<file path="src/tcc_defines.svh">
// Notes on behaviour
// - Control bit 15 enables each comparator; clear disables it.
// - Control bit 14 routes the comparator result to its own pin.
// - Control bit 13 inverts the output polarity.
// - Event flag bit 9 sets on event, blocks retrigger until software clears.
// - Bits 7-6 pick events: off, rising, falling, or any change.
// - After arming, the first event fires on any output transition.
// - Bit 4 picks the non-inverting input: pin A or internal reference.
// - Bits 1-0 pick the inverting input: pin B, C, D or band gap.
// - Status bit 15 halts all comparators while the device is idle.
// - Status bits 10-8 mirror event flags of units 3, 2, 1.
// - Status bits 2-0 mirror result bits of units 3, 2, 1.
// - Unimplemented bits read zero and ignore writes.
// - Reference level field bits 4-0 gives 32 steps of the span.
// - Reference bit 5 picks supply rails or external reference pins span.
// - Reference bit 10 picks external pin or ladder, when bit 4 set.
// - Bits 9-8 pick band gap source, only when channel field is 11.
// - Reference bit 7 powers the reference generator.
// - Reference bit 6 connects the generated level to its pin, only while bit 7 powers the generator.
// - The result pin carries the unsynchronised comparator result after polarity, held low while the unit is disabled or halted.
`ifndef TCC_DEFINES_SVH
`define TCC_DEFINES_SVH

// ----------------------------------------
// Register offsets
// ----------------------------------------
`define TCC_ADDR_CTRL1 4'h0
`define TCC_ADDR_CTRL2 4'h1
`define TCC_ADDR_CTRL3 4'h2
`define TCC_ADDR_STAT 4'h3
`define TCC_ADDR_REF 4'h4

// ----------------------------------------
// Control register fields
// ----------------------------------------
`define TCC_C_EN 15
`define TCC_C_OE 14
`define TCC_C_INV 13
`define TCC_C_EVT 9
`define TCC_C_RES 8
`define TCC_C_EDGE_HI 7
`define TCC_C_EDGE_LO 6
`define TCC_C_NINV 4
`define TCC_C_CH_HI 1
`define TCC_C_CH_LO 0
`define TCC_C_WMASK 16'he0d3
`define TCC_C_STORE_MASK 16'he0d3

// ----------------------------------------
// Status register fields
// ----------------------------------------
`define TCC_S_IDLE 15
`define TCC_S_EVT_LO 8
`define TCC_S_RES_LO 0

// ----------------------------------------
// Reference register fields
// ----------------------------------------
`define TCC_R_EXT 10
`define TCC_R_BG_HI 9
`define TCC_R_BG_LO 8
`define TCC_R_PWR 7
`define TCC_R_PIN 6
`define TCC_R_SPAN 5
`define TCC_R_LVL_HI 4
`define TCC_R_WMASK 16'h07ff

// ----------------------------------------
// Reset values
// ----------------------------------------
`define TCC_RST_WORD 16'h0000

`endif

</file>
<file path="src/tcc_pkg.sv">
package tcc_pkg;
  // Event edge selection
  typedef enum logic [1:0] {
    EDGE_OFF = 2'h0,
    EDGE_RISE = 2'h1,
    EDGE_FALL = 2'h2,
    EDGE_ANY = 2'h3
  } tcc_edge_type;
  // Inverting input selection
  typedef enum logic [1:0] {
    INV_PIN_B = 2'h0,
    INV_PIN_C = 2'h1,
    INV_PIN_D = 2'h2,
    INV_BANDGAP = 2'h3
  } tcc_inv_type;
  // Per-unit arming state, one-hot
  typedef enum logic [2:0] {
    ARM_IDLE = 3'b001,
    ARM_FIRST = 3'b010,
    ARM_EDGE = 3'b100
  } tcc_arm_type;
endpackage : tcc_pkg

</file>
<file path="src/tcc_triple_comparator_control.sv">
// Design decisions made here: the strobed register port and the address map.
`timescale 1ns/1ps
`include "tcc_defines.svh"
module tcc_triple_comparator_control #(
  parameter int UNITS = 3
) (
  input wire logic clock,
  input wire logic sys_rst,
  input wire logic [3:0] regAddr,
  input wire logic [15:0] regWrData,
  input wire logic regWrStb,
  input wire logic regRdStb,
  output logic [15:0] regRdData,
  input wire logic deviceIdle,
  input wire logic [UNITS-1:0] analogCompare,
  output logic [UNITS-1:0] compEnable,
  output logic [UNITS-1:0] resultPin,
  output logic [UNITS-1:0] resultPinOe,
  output logic [UNITS-1:0] noninvInputSelect,
  output logic [1:0] invInputSelect [UNITS],
  output logic [UNITS-1:0] eventPulse,
  output logic externalRefSelect,
  output logic [1:0] bandgapSourceSelect,
  output logic refPowerOn,
  output logic refPinOutput,
  output logic refSpanSelect,
  output logic [4:0] refLevel
);
  import tcc_pkg::*;

  // ----------------------------------------
  // Shared register state
  // ----------------------------------------
  logic idleHalt_q;
  logic idleHalt_d;
  logic [15:0] refCtrl_q;
  logic [15:0] refCtrl_d;
  logic [15:0] readWord_q;
  logic [15:0] readWord_d;
  logic [UNITS-1:0] resultBit;
  logic [UNITS-1:0] eventFlag;
  logic [15:0] ctrlWord [UNITS];
  logic running;

  // Comparators run unless idle halts them
  // A halted unit looks disabled: its result drops and events are gated
  assign running = !(idleHalt_q && deviceIdle);

  // ----------------------------------------
  // Per-comparator logic
  // ----------------------------------------
  for (genvar u = 0; u < UNITS; u++) begin : gUnit
    logic [15:0] ctrl_q;
    logic [15:0] ctrl_d;
    logic [2:0] sync_q;
    logic [2:0] sync_d;
    logic stable_q;
    logic stable_d;
    logic evt_q;
    logic evt_d;
    tcc_arm_type arm_q;
    tcc_arm_type arm_d;
    logic active;
    logic polarised;
    logic rise;
    logic fall;
    logic hit;
    logic wrSel;
    tcc_edge_type edgeSel;

    assign wrSel = regWrStb && (regAddr == 4'(u));
    assign active = ctrl_q[`TCC_C_EN] && running;
    // Polarity applied to the analog decision
    assign polarised = analogCompare[u] ^ ctrl_q[`TCC_C_INV];
    assign edgeSel = tcc_edge_type'(ctrl_q[`TCC_C_EDGE_HI:`TCC_C_EDGE_LO]);
    assign rise = stable_q == 1'b0 && sync_q[2] == 1'b1 && sync_q[1] == 1'b1;
    assign fall = stable_q == 1'b1 && sync_q[2] == 1'b0 && sync_q[1] == 1'b0;

    // Synchroniser and edge qualified by two agreeing stages
    // Stage one feeds only stage two, so metastability cannot spread
    // Edges come from the filtered value, so a slow crossing counts once
    always_comb begin
      sync_d = {sync_q[1:0], polarised & active};
      stable_d = stable_q;
      if (sync_q[2] == sync_q[1]) begin
        stable_d = sync_q[2];
      end
    end

    // Event arming and hit detection
    always_comb begin
      arm_d = arm_q;
      hit = 1'b0;
      case (arm_q)
        ARM_IDLE: begin
          if (edgeSel != EDGE_OFF) begin
            arm_d = ARM_FIRST;
          end
        end
        ARM_FIRST: begin
          hit = rise | fall;
          if (edgeSel == EDGE_OFF) begin
            arm_d = ARM_IDLE;
          end else if (hit && !evt_q && active) begin
            // Leave first-any only once that event has really been taken
            arm_d = ARM_EDGE;
          end
        end
        ARM_EDGE: begin
          case (edgeSel)
            EDGE_RISE: hit = rise;
            EDGE_FALL: hit = fall;
            EDGE_ANY: hit = rise | fall;
            default: hit = 1'b0;
          endcase
          if (edgeSel == EDGE_OFF) begin
            arm_d = ARM_IDLE;
          end
        end
        default: arm_d = ARM_IDLE;
      endcase
    end

    // Control word and sticky flag, a hardware set wins over a write only while the flag is clear
    // A clear that meets a hardware event in one cycle wins the race, as the set flag blocks the event,
    // so software loses an event that arrives in the cycle it acknowledges the last one
    always_comb begin
      ctrl_d = ctrl_q;
      evt_d = evt_q;
      if (wrSel) begin
        ctrl_d = regWrData & `TCC_C_WMASK;
        evt_d = regWrData[`TCC_C_EVT];
      end
      if (hit && !evt_q && active) begin
        evt_d = 1'b1;
      end
    end

    // Registers of one unit
    always_ff @(posedge clock or posedge sys_rst) begin
      if (sys_rst) begin
        ctrl_q <= `TCC_RST_WORD;
        sync_q <= 3'h0;
        stable_q <= 1'b0;
        evt_q <= 1'b0;
        arm_q <= ARM_IDLE;
      end else begin
        ctrl_q <= ctrl_d;
        sync_q <= sync_d;
        stable_q <= stable_d;
        evt_q <= evt_d;
        arm_q <= arm_d;
      end
    end

    // Outputs of one unit
    assign resultBit[u] = stable_q;
    assign eventFlag[u] = evt_q;
    assign eventPulse[u] = hit && !evt_q && active;
    assign compEnable[u] = active;
    assign resultPinOe[u] = ctrl_q[`TCC_C_OE];
    assign resultPin[u] = polarised & active;
    assign noninvInputSelect[u] = ctrl_q[`TCC_C_NINV];
    assign invInputSelect[u] = ctrl_q[`TCC_C_CH_HI:`TCC_C_CH_LO];
    assign ctrlWord[u] = ctrl_q | {6'h00, evt_q, stable_q, 8'h00};
  end

  // ----------------------------------------
  // Status and reference registers
  // ----------------------------------------
  always_comb begin
    idleHalt_d = idleHalt_q;
    refCtrl_d = refCtrl_q;
    if (regWrStb && regAddr == `TCC_ADDR_STAT) begin
      idleHalt_d = regWrData[`TCC_S_IDLE];
    end
    if (regWrStb && regAddr == `TCC_ADDR_REF) begin
      refCtrl_d = regWrData & `TCC_R_WMASK;
    end
  end

  // Read multiplexer, data in the cycle after the strobe
  always_comb begin
    readWord_d = 16'h0000;
    if (regRdStb) begin
      case (regAddr)
        `TCC_ADDR_CTRL1: readWord_d = ctrlWord[0];
        `TCC_ADDR_CTRL2: readWord_d = ctrlWord[1];
        `TCC_ADDR_CTRL3: readWord_d = ctrlWord[2];
        `TCC_ADDR_STAT: begin
          readWord_d[`TCC_S_IDLE] = idleHalt_q;
          readWord_d[`TCC_S_EVT_LO +: 3] = eventFlag[2:0];
          readWord_d[`TCC_S_RES_LO +: 3] = resultBit[2:0];
        end
        `TCC_ADDR_REF: readWord_d = refCtrl_q;
        default: readWord_d = 16'h0000;
      endcase
    end
  end

  always_ff @(posedge clock or posedge sys_rst) begin
    if (sys_rst) begin
      idleHalt_q <= 1'b0;
      refCtrl_q <= `TCC_RST_WORD;
      readWord_q <= 16'h0000;
    end else begin
      idleHalt_q <= idleHalt_d;
      refCtrl_q <= refCtrl_d;
      readWord_q <= readWord_d;
    end
  end

  // ----------------------------------------
  // Reference generator controls
  // ----------------------------------------
  assign regRdData = readWord_q;
  assign externalRefSelect = refCtrl_q[`TCC_R_EXT];
  assign bandgapSourceSelect = refCtrl_q[`TCC_R_BG_HI:`TCC_R_BG_LO];
  assign refPowerOn = refCtrl_q[`TCC_R_PWR];
  assign refPinOutput = refCtrl_q[`TCC_R_PIN] & refCtrl_q[`TCC_R_PWR];
  assign refSpanSelect = refCtrl_q[`TCC_R_SPAN];
  assign refLevel = refCtrl_q[`TCC_R_LVL_HI:0];
endmodule : tcc_triple_comparator_control

</file>
<file path="config.mk">
export PLATFORM = sky130hd
export DESIGN_NAME = tcc_triple_comparator_control
export DESIGN_NICKNAME = d
export VERILOG_FILES = /design/src/tcc_pkg.sv /design/src/tcc_triple_comparator_control.sv
export VERILOG_INCLUDE_DIRS = /design/src
export SDC_FILE = /design/constraint.sdc
export NUM_CORES = 1
export LEC_CHECK = 0
export ABC_AREA = 1
export BUFFER_PORTS_ARGS = -buffer_cell sky130_fd_sc_hd__buf_2
export CORE_MARGIN = 10
export CORE_UTILIZATION = 35
export CTS_CLUSTER_SIZE = 24
export DETAILED_ROUTE_END_ITERATION = 12
export SYNTH_ARGS = -nofsm -noshare
export SYNTH_HDL_FRONTEND = slang
export SYNTH_SLANG_ARGS = --single-unit
</file>
<file path="constraint.sdc">
create_clock -name clock -period 3.52 [get_ports clock]
set_clock_uncertainty 0.15 [all_clocks]
set_input_delay 0.704 -clock clock [delete_from_list [all_inputs] [get_ports clock]]
set_output_delay 0.704 -clock clock [all_outputs]
set_load 0.02 [all_outputs]
</file>
==> results.toml <==
[status]
status = "finished clean"

[die]
ios = 76
coreArea_um2 = 10300
initial_core_util_pct = 35.8
die_y_um = 123
rows = 37
die_w_um = 123
die_area_um2 = 15100

[clock_tree]
post_cts_resized = 0
cts_tree = "built"
root_buffer = "clkbuf_8"
cts_hold_buf = 0
clk_latency_ps = 350
cts_inserted_buffers = 9
cts_setup_buffers = 0
clkSlewWorstSetupHoldPaths_ps = 80
clock_path_buffers = 2
clock-sinks = 74
htreeDepth = 3

[timing]
period_share_pct = 71.3
tns_ps = 0
slew_violations = 0
fmax_mhz = 398
slew_headroom_pct = 57.7
grt_setup_unrepaired = "false"
finalSetupViolations = 0
hold_violations = 0
worstMarginPinSlew_ps = 633
worst_slack_ps = 1010
period_minus_slack_ps = 2510

[grt]
overflow = 0
antenna_found_initial = 0
grt_pass1_vias = 2956
grt_use_total_pct = 12.9
grt_max_degree = 47
grt_first_pass_wirelength_mm = 15.2

[critical_path]
cp_max_fo = 5
critPathKind = "primary input to primary output"
cp-start-kind = "primary input"
worstPathArrival_ps = 1660
worst-path-buf-inv = 2
slowest_stage = "a21oi_1"
slowest_delay_ps = 210
end_kind = "primary output"
worstPathRequired_ps = 2670
cpMostUsedCell = "nand2_1"
timing.critical_path.cells = "buf_2 > nand2_1 > nand3_1 > a21oi_1 > nand2_1 > nand2_1 > buf_2"
crit_family = "simple AND/OR/NAND/NOR gates"

[layout]
layout_commonest_cell = "nand2_1"
nNetsFinal = 524
drive_above_1_share_pct = 23.4
antenna_cells = 0
areaGrowthSynthToFinish_pct = 14.2
finalNonFillerCells = 637
n_fill_cell = 1079
layout_common_cells = "nand2_1, dfrtp_1, buf_2, nand3_1, inv_1"
final_util_pct = 40.8

[power]
power_switching_uw = 820
p_int_mw = 1.70
pwr-share-comb_pct = 23.0
ir_drop_v = 0.000235
p_sw_share_pct = 32.6
finalPower_mw = 2.52
seqPwrFrac_pct = 45.1
powerDensity_nw_per_um2 = 597
power.static_leakage_nw = 2.28
clockPowerShare_pct = 31.9

[route]
vias = 2943
drt_iter0_drc = 137
vias_per_cell = 4.62
routed_wl_mm = 9.42
dr.pass1.iters = 4
wl_per_cell_um = 14.8
drtAntennaViolNets = 0
drcViolationCount = 0

[placed_design]
dp_cells = 621
gp_congestion = 0.796
pre_cts_slack_ps = 976
port_buffers = 71
dp_hpwl_mm = 7.21

[yosys]
synth_cell_type_count = 29
synth_area_um2 = 3690
yosys_warnings = 0
yosys_register_bits = 74
synth_seq_area_share_pct = 50.2
syn_area_per_cell_um2 = 8.26
syn_inst = 447

[run]
maxCapViolations = 0

[hold_path]
hold_path.class = "flip-flop to flip-flop"
cells in the mapped netlist (all sizes together):
master | count | share of area [%]
a21oi | 4 | 0.54
nand3 | 57 | 8.2
a31o | 2 | 0.47
nor3 | 1 | 0.14
dfstp | 3 | 2.1
dfrtp | 71 | 48
inv | 50 | 5.1
nand2 | 126 | 13
xnor2 | 3 | 0.71
conb | 1 | 0.10
clkinv | 1 | 0.10
nor2 | 38 | 4.9
nand3b | 2 | 0.41
buf | 36 | 7.5
nand4 | 5 | 0.85
o21ai | 46 | 7.1
o31ai | 1 | 0.20
registers in the layout (all words and copies together) (netlist names):
register and flops:
gUnit.ctrl_q 24, regRdData 14, refCtrl_q 11, gUnit.arm_q 9, gUnit.sync_q 9, gUnit.evt_q 3
gUnit.stable_q 3, idleHalt_q 1
worst paths after layout:
check | start | endpoint | slack, ps | cells after the start
worst min register to register | gUnit[2].sync_q[0]$_DFF_PP0_ | gUnit[2].sync_q[1]$_DFF_PP0_ | 200 | 0
worst max-delay path | deviceIdle | eventPulse[1] | 1010 | 7
worst max register to register | idleHalt_q$_DFFE_PP0P_ | gUnit[0].arm_q[1]$_DFFE_PP0P_ | 2080 | 6
worst min-delay path | gUnit[2].sync_q[0]$_DFF_PP0_ | gUnit[2].sync_q[1]$_DFF_PP0_ | 200 | 0
max in group asynchronous | sys_rst | gUnit[1].arm_q[0]$_DFFE_PP1P_ | 2220 | 3
min in group asynchronous | sys_rst | regRdData[13]$_DFF_PP0_ | 280 | 2
final cells by class:
cell class	instances	area (um2)	area share [%]
well taps	136	170	4.04
clock inverters	4	98.8	2.34
flip-flops and latches	74	1860	44.0
inverters	51	194	4.60
multi-input cells	287	1370	32.5
repair buffers	73	383	9.08
clock buffers	12	145	3.44
kinds of logic after synthesis:
group / count (synthesis) / share of synthesized area (%)
buffers and inverters: 87 / 12.8
other: 1 / 0.102
and+or+nand+nor: 229 / 27.8
AOI/OAI and AO/OA: 53 / 8.37
xor gates and xnor gates: 3 / 0.712
DFF: 74 / 50.2
metal layers:
metal	GRT usage (%)	wire, um	up-vias	part of all wire (%)
met4	3.90	75	0	0.80
met1	16.5	4210	1365	45
li1	-	-	1499	-
met5	0	0	-	0
met3	3.95	794	4	8.4
met2	20.7	4340	75	46
power by group through the flow:
stage	sequential (mW)	clock [mW]	combinational, mW
floorplan	1.13	0	0.476
global placement	1.15	0	0.567
detailed placement	1.15	0	0.586
CTS	1.14	0.827	0.587
global route	1.16	0.861	0.657
finish	1.14	0.803	0.579
through the flow:
step	area, um2	hold slack [ps]
after floorplan	3700	181
after global routing	4220	217
final	4220	202
after global placement	3970	184
after detailed placement	3970	186
after CTS	4220	200
Power figures use the tool's default switching activity.
